--- config.mk ---
export PLATFORM = sky130hd
export DESIGN_NAME = bfsm_unit
export DESIGN_NICKNAME = d
export VERILOG_FILES = /design/src/hw/bfsm_pkg.sv /design/src/hw/bfsm_acc_if.sv /design/src/hw/bfsm_mem_port.sv /design/src/hw/bfsm_unit.sv
export SDC_FILE = /design/constraint.sdc
export NUM_CORES = 2
export LEC_CHECK = 0
export BUFFER_PORTS_ARGS = -buffer_cell sky130_fd_sc_hd__buf_2
export CAP_MARGIN = 40
export CORE_MARGIN = 10
export CORE_UTILIZATION = 30
export DETAILED_ROUTE_END_ITERATION = 8
export SLEW_MARGIN = 0
export SYNTH_ARGS = -nofsm -noshare
export SYNTH_HDL_FRONTEND = slang
export SYNTH_SLANG_ARGS = --single-unit
--- constraint.sdc ---
create_clock -name mclk -period 7 [get_ports mclk]
set_input_delay 1.05 -clock mclk [delete_from_list [all_inputs] [get_ports mclk]]
set_output_delay 1.05 -clock mclk [all_outputs]
set_load 0.01 [all_outputs]
--- src/hw/bfsm_pkg.sv ---
// Shared constants, types and field helpers for the field and string merge unit
package bfsm_pkg;
   // ----------------------------------------------------------------
   // Opcodes
   // ----------------------------------------------------------------
   localparam logic [7:0]  OP_BIT_COMPRESS = 8'h14;
   localparam logic [7:0]  OP_BIT_MERGE    = 8'h15;
   localparam logic [7:0]  OP_BIT_MASK     = 8'h16;
   localparam logic [7:0]  OP_STR_MERGE    = 8'h17;

   // ----------------------------------------------------------------
   // Field layout (bit 0 leftmost means MSB in these vectors)
   // ----------------------------------------------------------------
   localparam int          LEN_HI   = 63;
   localparam int          LEN_LO   = 48;
   localparam int          ADR_HI   = 47;
   localparam int          ADR_LO   = 0;
   localparam int          IW_OP_HI = 31;
   localparam int          IW_OP_LO = 24;
   localparam int          IW_R_HI  = 23;
   localparam int          IW_R_LO  = 16;
   localparam int          IW_S_HI  = 15;
   localparam int          IW_S_LO  = 8;
   localparam int          IW_T_HI  = 7;
   localparam int          IW_T_LO  = 0;
   localparam logic [2:0]  BYTE_MSB = 3'h7;
   localparam int          BIT_SH   = 3;

   localparam logic [15:0] LEN_ZERO = 16'h0000;
   localparam logic [15:0] LEN_ONE  = 16'h0001;
   localparam logic [47:0] ADR_ZERO = 48'h0000_0000_0000;
   localparam logic [47:0] ADR_ONE  = 48'h0000_0000_0001;

   // ----------------------------------------------------------------
   // Memory access commands
   // ----------------------------------------------------------------
   typedef enum logic [1:0] {
      CMD_RD_BIT,
      CMD_WR_BIT,
      CMD_RD_BYTE,
      CMD_WR_BYTE
   } bfsm_cmd_t;

   function automatic logic [15:0] bfsm_len(input logic [63:0] r);
      return r[LEN_HI:LEN_LO];
   endfunction : bfsm_len

   function automatic logic [47:0] bfsm_adr(input logic [63:0] r);
      return r[ADR_HI:ADR_LO];
   endfunction : bfsm_adr

   function automatic logic [47:0] bfsm_zx(input logic [15:0] v);
      return {32'h0000_0000, v};
   endfunction : bfsm_zx
endpackage : bfsm_pkg

--- src/hw/bfsm_acc_if.sv ---
// Access channel between the sequencer and the memory port
interface bfsm_acc_if;
   import bfsm_pkg::*;
   logic        req;
   bfsm_cmd_t   cmd;
   logic [47:0] addr;
   logic        wbit;
   logic [7:0]  wbyte;
   logic        done;
   logic        rbit;
   logic [7:0]  rbyte;

   modport eng  (output req, cmd, addr, wbit, wbyte, input done, rbit, rbyte);
   modport port (input req, cmd, addr, wbit, wbyte, output done, rbit, rbyte);
endinterface : bfsm_acc_if

--- src/hw/bfsm_mem_port.sv ---
// Bit and byte memory port with read-modify-write for single bits
module bfsm_mem_port
   import bfsm_pkg::*;
(
   input  wire logic        mclk,
   input  wire logic        rst,
   input  wire logic        ce,
   bfsm_acc_if.port         acc,
   output      logic        mem_req,
   output      logic        mem_we,
   output      logic [47:0] mem_addr,
   output      logic [7:0]  mem_wdata,
   input  wire logic [7:0]  mem_rdata,
   input  wire logic        mem_ack
);
   // ----------------------------------------------------------------
   // State
   // ----------------------------------------------------------------
   typedef enum logic [1:0] {P_IDLE, P_RD, P_WR} bfsm_pst_t;

   typedef struct packed {
      bfsm_pst_t   st;
      bfsm_cmd_t   cmd;
      logic [2:0]  bitpos;
      logic        wbit;
      logic        mreq;
      logic        mwe;
      logic [47:0] maddr;
      logic [7:0]  mwdata;
      logic        done;
      logic        rbit;
      logic [7:0]  rbyte;
   } bfsm_port_t;

   bfsm_port_t s;
   bfsm_port_t next_s;
   logic [2:0] lane;

   always_comb begin
      next_s      = s;
      next_s.done = 1'b0;
      lane        = BYTE_MSB - s.bitpos;
      case (s.st)
         P_IDLE: begin
            if (acc.req) begin
               next_s.cmd    = acc.cmd;
               next_s.bitpos = acc.addr[BIT_SH-1:0];
               next_s.wbit   = acc.wbit;
               next_s.mreq   = 1'b1;
               next_s.mwdata = acc.wbyte;
               if (acc.cmd == CMD_RD_BIT || acc.cmd == CMD_WR_BIT) begin
                  next_s.maddr = acc.addr >> BIT_SH;
               end else begin
                  next_s.maddr = acc.addr;
               end
               // Whole bytes are written blind, single bits need the old byte
               next_s.mwe = (acc.cmd == CMD_WR_BYTE);
               next_s.st  = (acc.cmd == CMD_WR_BYTE) ? P_WR : P_RD;
            end
         end
         P_RD: begin
            if (mem_ack) begin
               next_s.rbyte = mem_rdata;
               next_s.rbit  = mem_rdata[lane];
               if (s.cmd == CMD_WR_BIT) begin
                  next_s.mwdata       = mem_rdata;
                  next_s.mwdata[lane] = s.wbit;
                  next_s.mwe          = 1'b1;
                  next_s.st           = P_WR;
               end else begin
                  next_s.mreq = 1'b0;
                  next_s.done = 1'b1;
                  next_s.st   = P_IDLE;
               end
            end
         end
         P_WR: begin
            if (mem_ack) begin
               next_s.mreq = 1'b0;
               next_s.mwe  = 1'b0;
               next_s.done = 1'b1;
               next_s.st   = P_IDLE;
            end
         end
         default: next_s.st = P_IDLE;
      endcase
   end

   always_ff @(posedge mclk) begin
      if (rst) begin
         s <= '0;
      end else if (ce) begin
         s <= next_s;
      end
   end

   assign mem_req   = s.mreq;
   assign mem_we    = s.mwe;
   assign mem_addr  = s.maddr;
   assign mem_wdata = s.mwdata;
   assign acc.done  = s.done;
   assign acc.rbit  = s.rbit;
   assign acc.rbyte = s.rbyte;
endmodule : bfsm_mem_port

--- src/hw/bfsm_unit.sv ---
// Sequencer for bit compress, bit merge, bit mask and string merge
// What this block does
// - Compress: R length high, bit address low
// - Compress: skip length from S high bits
// - T gives destination length and base
// - Copy R segment, then skip S segment
// - Compress stops when destination is full
// - Compress no-op on zero R or T
// - Merge alternates R and S segments
// - Merge writes zeros when S address zero
// - Merge no-op on any zero length
// - Mask S segment offset by R length
// - Mask sources advance by both lengths
// - Mask zero S, zero no-op, fill
// - String: T record bytes and base
// - String: sources give count and base
// - Exhausted source: copy the rest
// - String no-op: zero record or counts
// - Records compared bytewise as unsigned
module bfsm_unit
   import bfsm_pkg::*;
(
   input  wire logic        mclk,
   input  wire logic        rst,
   input  wire logic        ce,
   input  wire logic        start,
   input  wire logic [31:0] instr,
   output      logic [7:0]  sel_r,
   output      logic [7:0]  sel_s,
   output      logic [7:0]  sel_t,
   input  wire logic [63:0] op_r,
   input  wire logic [63:0] op_s,
   input  wire logic [63:0] op_t,
   output      logic        busy,
   output      logic        done,
   output      logic        mem_req,
   output      logic        mem_we,
   output      logic [47:0] mem_addr,
   output      logic [7:0]  mem_wdata,
   input  wire logic [7:0]  mem_rdata,
   input  wire logic        mem_ack
);
   // ----------------------------------------------------------------
   // State
   // ----------------------------------------------------------------
   typedef enum logic [3:0] {
      S_IDLE, S_LOAD, S_BIT_RD, S_BIT_WR,
      S_CMP_R, S_CMP_S, S_CPY_RD, S_CPY_WR, S_DONE
   } bfsm_st_t;

   typedef struct packed {
      bfsm_st_t    st;
      logic [7:0]  op;
      logic [7:0]  sel_r;
      logic [7:0]  sel_s;
      logic [7:0]  sel_t;
      logic [15:0] rlen;
      logic [15:0] slen;
      logic [15:0] tlen;
      logic [15:0] seg;
      logic [15:0] rcnt;
      logic [15:0] scnt;
      logic [15:0] idx;
      logic [47:0] ra;
      logic [47:0] sa;
      logic [47:0] ta;
      logic        phase_b;
      logic        szero;
      logic        pick_s;
      logic [7:0]  rbyte;
      logic        req;
      bfsm_cmd_t   cmd;
      logic [47:0] addr;
      logic        wbit;
      logic [7:0]  wbyte;
      logic        done;
   } bfsm_state_t;

   bfsm_state_t s;
   bfsm_state_t next_s;

   bfsm_acc_if acc ();

   // ----------------------------------------------------------------
   // Helpers
   // ----------------------------------------------------------------
   function automatic bfsm_state_t issue(input bfsm_state_t x, input bfsm_cmd_t c,
                                         input logic [47:0] a, input bfsm_st_t w);
      bfsm_state_t y;
      y      = x;
      y.req  = 1'b1;
      y.cmd  = c;
      y.addr = a;
      y.st   = w;
      return y;
   endfunction : issue

   // Fetch the next destination bit from whichever source owns the segment
   function automatic bfsm_state_t bit_fetch(input bfsm_state_t x);
      bfsm_state_t y;
      y = x;
      if (x.phase_b && x.szero) begin
         y.wbit = 1'b0;
         y      = issue(y, CMD_WR_BIT, x.ta, S_BIT_WR);
      end else if (x.phase_b) begin
         y = issue(y, CMD_RD_BIT, x.sa, S_BIT_RD);
      end else begin
         y = issue(y, CMD_RD_BIT, x.ra, S_BIT_RD);
      end
      return y;
   endfunction : bit_fetch

   // Pick the next record: compare while both strings last, else drain
   function automatic bfsm_state_t next_record(input bfsm_state_t x);
      bfsm_state_t y;
      y     = x;
      y.idx = LEN_ZERO;
      if (x.rcnt != LEN_ZERO && x.scnt != LEN_ZERO) begin
         y = issue(y, CMD_RD_BYTE, x.ra, S_CMP_R);
      end else if (x.rcnt != LEN_ZERO) begin
         y.pick_s = 1'b0;
         y        = issue(y, CMD_RD_BYTE, x.ra, S_CPY_RD);
      end else if (x.scnt != LEN_ZERO) begin
         y.pick_s = 1'b1;
         y        = issue(y, CMD_RD_BYTE, x.sa, S_CPY_RD);
      end else begin
         y.st = S_DONE;
      end
      return y;
   endfunction : next_record

   function automatic logic [47:0] cpy_src(input bfsm_state_t x, input logic [15:0] i);
      return (x.pick_s ? x.sa : x.ra) + bfsm_zx(i);
   endfunction : cpy_src

   // ----------------------------------------------------------------
   // Sequencer
   // ----------------------------------------------------------------
   always_comb begin
      next_s      = s;
      next_s.req  = 1'b0;
      next_s.done = 1'b0;
      case (s.st)
         S_IDLE: begin
            if (start) begin
               next_s.op    = instr[IW_OP_HI:IW_OP_LO];
               next_s.sel_r = instr[IW_R_HI:IW_R_LO];
               next_s.sel_s = instr[IW_S_HI:IW_S_LO];
               next_s.sel_t = instr[IW_T_HI:IW_T_LO];
               next_s.st    = S_LOAD;
            end
         end
         S_LOAD: begin
            next_s.rlen    = bfsm_len(op_r);
            next_s.ra      = bfsm_adr(op_r);
            next_s.slen    = bfsm_len(op_s);
            next_s.sa      = bfsm_adr(op_s);
            next_s.tlen    = bfsm_len(op_t);
            next_s.ta      = bfsm_adr(op_t);
            next_s.szero   = (bfsm_adr(op_s) == ADR_ZERO);
            next_s.seg     = bfsm_len(op_r);
            next_s.phase_b = 1'b0;
            next_s.rcnt    = bfsm_len(op_r);
            next_s.scnt    = bfsm_len(op_s);
            next_s.st      = S_DONE;
            case (s.op)
               OP_BIT_COMPRESS: begin
                  if (bfsm_len(op_r) != LEN_ZERO && bfsm_len(op_t) != LEN_ZERO) begin
                     next_s = bit_fetch(next_s);
                  end
               end
               OP_BIT_MERGE, OP_BIT_MASK: begin
                  // The mask form starts its S stream one R length in
                  if (s.op == OP_BIT_MASK) begin
                     next_s.sa = bfsm_adr(op_s) + bfsm_zx(bfsm_len(op_r));
                  end
                  if (bfsm_len(op_r) != LEN_ZERO && bfsm_len(op_s) != LEN_ZERO
                      && bfsm_len(op_t) != LEN_ZERO) begin
                     next_s = bit_fetch(next_s);
                  end
               end
               OP_STR_MERGE: begin
                  next_s.rlen = bfsm_len(op_t);
                  if (bfsm_len(op_t) != LEN_ZERO) begin
                     next_s = next_record(next_s);
                  end
               end
               default: next_s.st = S_DONE;
            endcase
         end
         S_BIT_RD: begin
            if (acc.done) begin
               next_s.wbit = acc.rbit;
               if (s.phase_b) begin
                  next_s.sa = s.sa + ADR_ONE;
               end else begin
                  next_s.ra = s.ra + ADR_ONE;
               end
               next_s = issue(next_s, CMD_WR_BIT, s.ta, S_BIT_WR);
            end
         end
         S_BIT_WR: begin
            if (acc.done) begin
               next_s.ta   = s.ta + ADR_ONE;
               next_s.tlen = s.tlen - LEN_ONE;
               next_s.seg  = s.seg - LEN_ONE;
               if (s.tlen == LEN_ONE) begin
                  next_s.st = S_DONE;
               end else begin
                  if (s.seg == LEN_ONE) begin
                     case (s.op)
                        OP_BIT_COMPRESS: begin
                           next_s.ra  = s.ra + bfsm_zx(s.slen);
                           next_s.seg = s.rlen;
                        end
                        OP_BIT_MASK: begin
                           if (s.phase_b) begin
                              next_s.sa = s.sa + bfsm_zx(s.rlen);
                           end else begin
                              next_s.ra = s.ra + bfsm_zx(s.slen);
                           end
                           next_s.phase_b = !s.phase_b;
                           next_s.seg     = s.phase_b ? s.rlen : s.slen;
                        end
                        default: begin
                           next_s.phase_b = !s.phase_b;
                           next_s.seg     = s.phase_b ? s.rlen : s.slen;
                        end
                     endcase
                  end
                  next_s = bit_fetch(next_s);
               end
            end
         end
         S_CMP_R: begin
            if (acc.done) begin
               next_s.rbyte = acc.rbyte;
               next_s = issue(next_s, CMD_RD_BYTE, s.sa + bfsm_zx(s.idx), S_CMP_S);
            end
         end
         S_CMP_S: begin
            if (acc.done) begin
               // Unsigned byte order from the left decides the record order
               if (s.rbyte < acc.rbyte) begin
                  next_s.pick_s = 1'b0;
                  next_s.idx    = LEN_ZERO;
                  next_s = issue(next_s, CMD_RD_BYTE, s.ra, S_CPY_RD);
               end else if (s.rbyte > acc.rbyte) begin
                  next_s.pick_s = 1'b1;
                  next_s.idx    = LEN_ZERO;
                  next_s = issue(next_s, CMD_RD_BYTE, s.sa, S_CPY_RD);
               end else if (s.idx == s.rlen - LEN_ONE) begin
                  next_s.pick_s = 1'b0;
                  next_s.idx    = LEN_ZERO;
                  next_s = issue(next_s, CMD_RD_BYTE, s.ra, S_CPY_RD);
               end else begin
                  next_s.idx = s.idx + LEN_ONE;
                  next_s = issue(next_s, CMD_RD_BYTE, s.ra + bfsm_zx(next_s.idx), S_CMP_R);
               end
            end
         end
         S_CPY_RD: begin
            if (acc.done) begin
               next_s.wbyte = acc.rbyte;
               next_s = issue(next_s, CMD_WR_BYTE, s.ta, S_CPY_WR);
            end
         end
         S_CPY_WR: begin
            if (acc.done) begin
               next_s.ta  = s.ta + ADR_ONE;
               next_s.idx = s.idx + LEN_ONE;
               if (s.idx == s.rlen - LEN_ONE) begin
                  // Record finished: step its source past it, then pick the next record
                  if (s.pick_s) begin
                     next_s.sa   = s.sa + bfsm_zx(s.rlen);
                     next_s.scnt = s.scnt - LEN_ONE;
                  end else begin
                     next_s.ra   = s.ra + bfsm_zx(s.rlen);
                     next_s.rcnt = s.rcnt - LEN_ONE;
                  end
                  next_s = next_record(next_s);
               end else begin
                  next_s = issue(next_s, CMD_RD_BYTE, cpy_src(s, next_s.idx), S_CPY_RD);
               end
            end
         end
         S_DONE: begin
            next_s.done = 1'b1;
            next_s.st   = S_IDLE;
         end
         default: next_s.st = S_IDLE;
      endcase
   end

   always_ff @(posedge mclk) begin
      if (rst) begin
         s <= '0;
      end else if (ce) begin
         s <= next_s;
      end
   end

   // ----------------------------------------------------------------
   // Memory port
   // ----------------------------------------------------------------
   assign acc.req   = s.req;
   assign acc.cmd   = s.cmd;
   assign acc.addr  = s.addr;
   assign acc.wbit  = s.wbit;
   assign acc.wbyte = s.wbyte;

   // One access at a time keeps the port simple at the cost of throughput
   bfsm_mem_port u_port (
      .mclk      (mclk),
      .rst       (rst),
      .ce        (ce),
      .acc       (acc),
      .mem_req   (mem_req),
      .mem_we    (mem_we),
      .mem_addr  (mem_addr),
      .mem_wdata (mem_wdata),
      .mem_rdata (mem_rdata),
      .mem_ack   (mem_ack)
   );

   assign sel_r = s.sel_r;
   assign sel_s = s.sel_s;
   assign sel_t = s.sel_t;
   assign busy  = (s.st != S_IDLE);
   assign done  = s.done;
endmodule : bfsm_unit

After elaboration in Yosys (flattened, before gate mapping)

Cells that the tools add are included.

Bits in latches: 0
Memory bits (read-only): 0
Bits in writable memories: 0
Logic and storage cells: 246
Memories: 0
Register bits: 440
Output and inout bits: 84
Input bits: 237

Add/subtract/negate cells: 17
Bitwise logic cells: 7
$lt $le $gt $ge: 4
Equality and inequality tests: 52
Multiplexer cells: 81
Shift-type cells: 0
Reductions and logical operators: 49
Multipliers: 0
Divide/modulo/power cells: 0

Operators with widths:

| kind                                                                    | count |
|---|---|
| 364-bit 2-to-1 mux                                                      | 16 |
| 327-bit case mux with 7 select lines                                    | 1 |
| 360-bit case mux with 3 select lines                                    | 1 |
| 48-bit 2-to-1 mux                                                       | 10 |
| 362-bit 2-to-1 mux                                                      | 1 |
| 361-bit 2-to-1 mux                                                      | 1 |
| 360-bit 2-to-1 mux                                                      | 1 |
| 48-bit by 16-bit adder with 48-bit output                               | 7 |
| 32-bit case mux with 8 select lines                                     | 1 |
| 16-bit 2-to-1 mux                                                       | 11 |
| 48-bit by 1-bit adder with 48-bit output (second input constant)        | 3 |
| 70-bit 2-to-1 mux                                                       | 2 |
| 96-bit 2-to-1 mux                                                       | 1 |
| 48-bit case mux with 2 select lines                                     | 1 |
| 16-bit nonzero test                                                     | 5 |
| 16-bit by 1-bit subtractor with 16-bit output (second input constant)   | 5 |
| 72-bit 2-to-1 mux                                                       | 1 |
| 66-bit 2-to-1 mux                                                       | 1 |
| 48-bit logical NOT                                                      | 1 |
| 36-bit 2-to-1 mux                                                       | 1 |
| 9-bit AND reduction                                                     | 4 |
| 11-bit AND reduction                                                    | 3 |
| 16-bit by 1-bit equality test with 1-bit output (second input constant) | 2 |
| 8-bit by 5-bit equality test with 1-bit output (second input constant)  | 4 |
| 53 further kinds                                                        | 126 |

Logic depth before layout (Yosys ltp)

Depth after elaboration: 12
Mapped depth: 24
Mapped depth without buffers: 19

Cells and area by module

A second synthesis with hierarchy kept.

Cell total of the unflattened synthesis: 6,293
Area, all modules: 44,009.7 µm²

Modules (own cells, without submodules):

| module        | sequential area each (µm²) | area each (µm²) | times used | cells an instance |
|---|---|---|---|---|
| bfsm_unit     | 7,287.0                    | 39,813.2        | 1          | 5,836 |
| bfsm_mem_port | 1,521.5                    | 4,196.5         | 1          | 457 |

Least setup slack after synthesis

No wires, ideal clock.

Path type: register -> register
Start: reg s[69] (netlist name)
End: reg s (netlist bit acc.addr[28])
Clock period less this slack: 5.783 ns
Setup slack: 1.217 ns
Cell stages (with the launch flop): 23
Required time: 6.858 ns
Path buffers: 10
Arrival time: 5.640 ns
Setup time: 0.142 ns
Cell sequence: dfxtp_1 > buf_2 > buf_2 > buf_1 > buf_1 > buf_2 > buf_1 > buf_1 > clkbuf_1 > buf_2 > mux2_2 > ha_1 > clkbuf_1 > nand3_1 > nor4b_1 > o21ai_0 > a31oi_1 > nand3_1 > or3_1 > xnor2_1 > nor2_1 > nor4_1 > a311oi_1

Cells in the longest elaborated chain, start to end: 10
Elaborated cells between the ends (all ways): 23
Classes of those cells: add/sub: 1; eq/ne: 1; mux: 17; reduce/logical: 4

Ends and longest elaborated chain:

| what                                                                                               | line             | RTL |
|---|---|---|
| from (decl)                                                                                        | bfsm_unit.sv:79  | `bfsm_state_t s;` |
| from (signal assigned)                                                                             | bfsm_unit.sv:299 | `s <= next_s;` |
| parallel branches: the longest is 10 deep, another holds 48-bit by 16-bit adder with 48-bit output | --               |  |

Several ways; the timed one is not identified. The select of a mux whose other input is x is not followed.
A chain may end at the register's enable or synchronous reset.

Worst setup path in the final report

Start: reg s[69] (netlist name)
End: reg s[69] (netlist name)

Cells in the longest elaborated chain, start to end: 10
Elaborated cells between the ends (all ways): 19
Classes of those cells: eq/ne: 2; mux: 13; reduce/logical: 4

Ends and longest elaborated chain:

| what                                 | line                               | RTL |
|---|---|---|
| 16-bit 2-to-1 mux                    | bfsm_unit.sv:274                   | `if (s.pick_s) begin` |
| 16-bit 2-to-1 mux                    | bfsm_unit.sv:272                   | `if (s.idx == s.rlen - LEN_ONE) begin` |
| 16-bit 2-to-1 mux                    | bfsm_unit.sv:269                   | `if (acc.done) begin` |
| 16-bit 2-to-1 mux                    | bfsm_unit.sv:143                   | `case (s.st)` |
| 16-bit nonzero test                  | bfsm_unit.sv:118, bfsm_unit.sv:120 |  |
| 364-bit 2-to-1 mux                   | bfsm_unit.sv:120                   | `end else if (x.rcnt != LEN_ZERO) begin` |
| 364-bit 2-to-1 mux                   | bfsm_unit.sv:118                   | `if (x.rcnt != LEN_ZERO && x.scnt != LEN_ZERO) begin` |
| 364-bit 2-to-1 mux                   | bfsm_unit.sv:272                   |  |
| 364-bit 2-to-1 mux                   | bfsm_unit.sv:269                   |  |
| 327-bit case mux with 7 select lines | bfsm_unit.sv:143                   |  |

Parallel ways exist; a longest one is shown, timed or not. The select of a mux whose other input is x is not followed.

==> out/results.tsv <==
metric	value	unit
dr_wl_met2	115300	microns
root_buffer	clkbuf_16	
cp_data_arrival_time	5.96	ns
wl_met3	27330	microns
largest-register	s	
track_usage	33.28	%
p_total	8.263	mW
hpwl	209500	microns
syn_inst	6117	
hold_viol_final	0	
dr.pass1.iters	6	
maxSlewHeadroom	16.87	%
cp_max_fo	35	
place_area	46390	sq um
ios	321	
post_drt_wl_per_cell	34.23	microns
core_area	141800	sq um
cts.path.max_buffers	3	
ant_nets	0	
startpoint_type	register	
max_freq	185.7	MHz
layout_commonest_cell	nand2_1	
synth_ff_type	dfxtp_1	
numCtsBuffers	66	
drive_gt1_share	13.03	%
grt_pass1_wl	381400	microns
drv_cap	0	
overflow	0	
syn_area	42830	sq um
cts_resized	0	
ir_drop	0.0001531	V
worst-slew-pin-transition	1.247	ns
maxSlewViolCount	0	
required	7.57	ns
syn_avg_cell_area	7.002	sq um
drc_errors	0	
skew	0.05552	ns
grt_start_max_net_pins	176	
status	completed	
htree_levels	3	
final_core_util	34.39	%
drt_iter0_markers	7864	
fin_crit_sh	76.91	%
crit_type	reg -> reg	
areaGrowthSynthToFinish	13.83	%
final_area	48750	sq um
wl_met1	103500	microns
synth_edf_count	0	
cts_setup_buffers	0	
seq_area_frac_synth	20.57	%
synthArstFlopShare	0	%
gp_congestion	1.032	
cp-end-kind	register	
top_layer	met5	
cts_hold_buf	0	
yosysWarnings	0	
largest_register_ff_count	279	
final.setup.tns	0	ns
clk_pin_slew	0.07	ns
setup_viol	0	
p_leak	16.67	nW
portBuffers	320	
startpoint	s[69]	
routed_wl	277300	microns
vias	52140	
fp-row-count	138	
rsz0062_at_grt	no	
final.min_clock_period	5.384	ns
die_y	397.8	microns
hp-start	u_port.mem_addr[46]	
layout_common_cells	nand2_1 (715), nor2_1 (696), a21oi_1 (464)	
syn_nets	6504	
grt_pass1_vias	48380	
synth_cell_types	100	
cts.sinks	440	
timing.rr.start	s[69]	
via_per_inst	6.437	
tritoncts	built	
power.density	169.5	nW/um^2
ys_ff_latch	440	
die_w	397.8	microns
fp.dieArea	158300	sq um
antenna_found_initial	13	
min_path_type	reg -> reg	
nets	6540	
clock_latency	0.74	ns
initial_core_util	30.21	%
-- worst max-delay path, cell delays in order (launching register included) --
cell	delay (ns)
dfxtp_4	0.70
nor4b_1	0.60
nand3b_1	0.41
a21oi_1	0.23
o32ai_1	0.10
nand2_1	0.08
buf_4	0.24
clkinv_1	0.78
ha_1	0.67
o31ai_1	0.71
nand3_1	0.14
a2111oi_0	0.45
nor3_1	0.08
-- cell families (layout without fill, tap and decap cells) --
family                   count (synthesis)  count (layout)  synth area share [%]
buffers and inverters                  678             763                 6.892
AND/OR/NAND/NOR                       2345            2345                 25.58
flip-flops                             440             440                 20.57
AO/OA/AOI/OAI                         1903            1903                 29.52
multiplexers                           164             164                 3.996
XOR/XNOR                               436             436                 8.916
adder cells (fa/ha/maj)                151             151                 4.528
other                                    0               9                     0
-- layer usage --
| layer | GRT usage (%) | vias up |
|---|---|---|
| met5 | 0.1815 | - |
| met4 | 29.75 | 6 |
| met3 | 8.666 | 1050 |
| met2 | 49.25 | 3556 |
| met1 | 39.36 | 25000 |
| li1 | - | 22540 |
-- final timing paths --
path / slack (ns) / cells past startpoint / end
min: 0.45 / 2 / u_port.mem_addr[46]
max reg2reg: 1.62 / 12 / s[69]
max: 1.62 / 12 / s[69]
min reg2reg: 0.45 / 2 / u_port.mem_addr[46]
-- layout make-up --
type                       instances  area, sq um
inverter                          94        352.8
timing repair buffer             552         3642
clock buffer                      87         1891
tap                             1890         2365
clock inverter                    30        380.4
sequential                       440         8813
fill                           15340        93010
multi-input combinational       4999        31290
antenna                            9        22.52
-- synth_stat cells, types with 19 or more instances --
master    number  area (sq um)
nor2b_1       30         187.7
nor2_1       703          2639
a22oi_1      104         780.8
xnor2_1      264          2312
and3_1        72         450.4
or2_2         22         137.6
dfxtp_1      440          8808
ha_1         143          1789
inv_1         91         341.6
buf_1         35         131.4
o221ai_1      46         402.9
nand3b_1      22         165.2
nand4_1       94         588.1
nor4_1        98         613.1
a21o_1        55         412.9
a22o_1        27         236.5
nand3_1      183         915.9
clkbuf_1     414          1554
o21ai_1       19         95.09
and4_1        23         201.4
mux2_2        35         394.1
xor2_1       172          1506
o21ai_0      397          1987
o21a_1        31         232.7
or3_1         48         300.3
a221oi_1      77         674.4
o31ai_1       63         473.0
o22ai_1       32         200.2
o211ai_1      80         600.6
a211oi_1     179          1344
nand2_1      718          2695
a311oi_1      79         691.9
buf_2         42         210.2
nand2b_1      41         256.5
nor3_1       168         840.8
buf_4         90         675.7
a21oi_1      466          2332
a31oi_1       42         262.8
and2_1        44         275.3
o21bai_1      22         165.2
mux2i_1      126          1261
-- metrics by stage --
step / std cells / setup WS, ns / hold WS, ns
finish: 8101 / 1.616 / 0.4504
global route: 8094 / 1.333 / 0.4656
global placement: 7928 / 1.106 / 0.4392
detailed placement: 7964 / 1.709 / 0.4459
floorplan: 6117 / 1.217 / 0.4273
CTS: 8081 / 1.715 / 0.4538
-- report_power, final --
| group | total, mW | switching (mW) | internal (mW) |
|---|---|---|---|
| Combinational | 1.86 | 1.26 | 0.599 |
| Sequential | 2.81 | 0.200 | 2.61 |
| Clock | 3.59 | 1.55 | 2.05 |
Power figures use the tool's default switching activity.
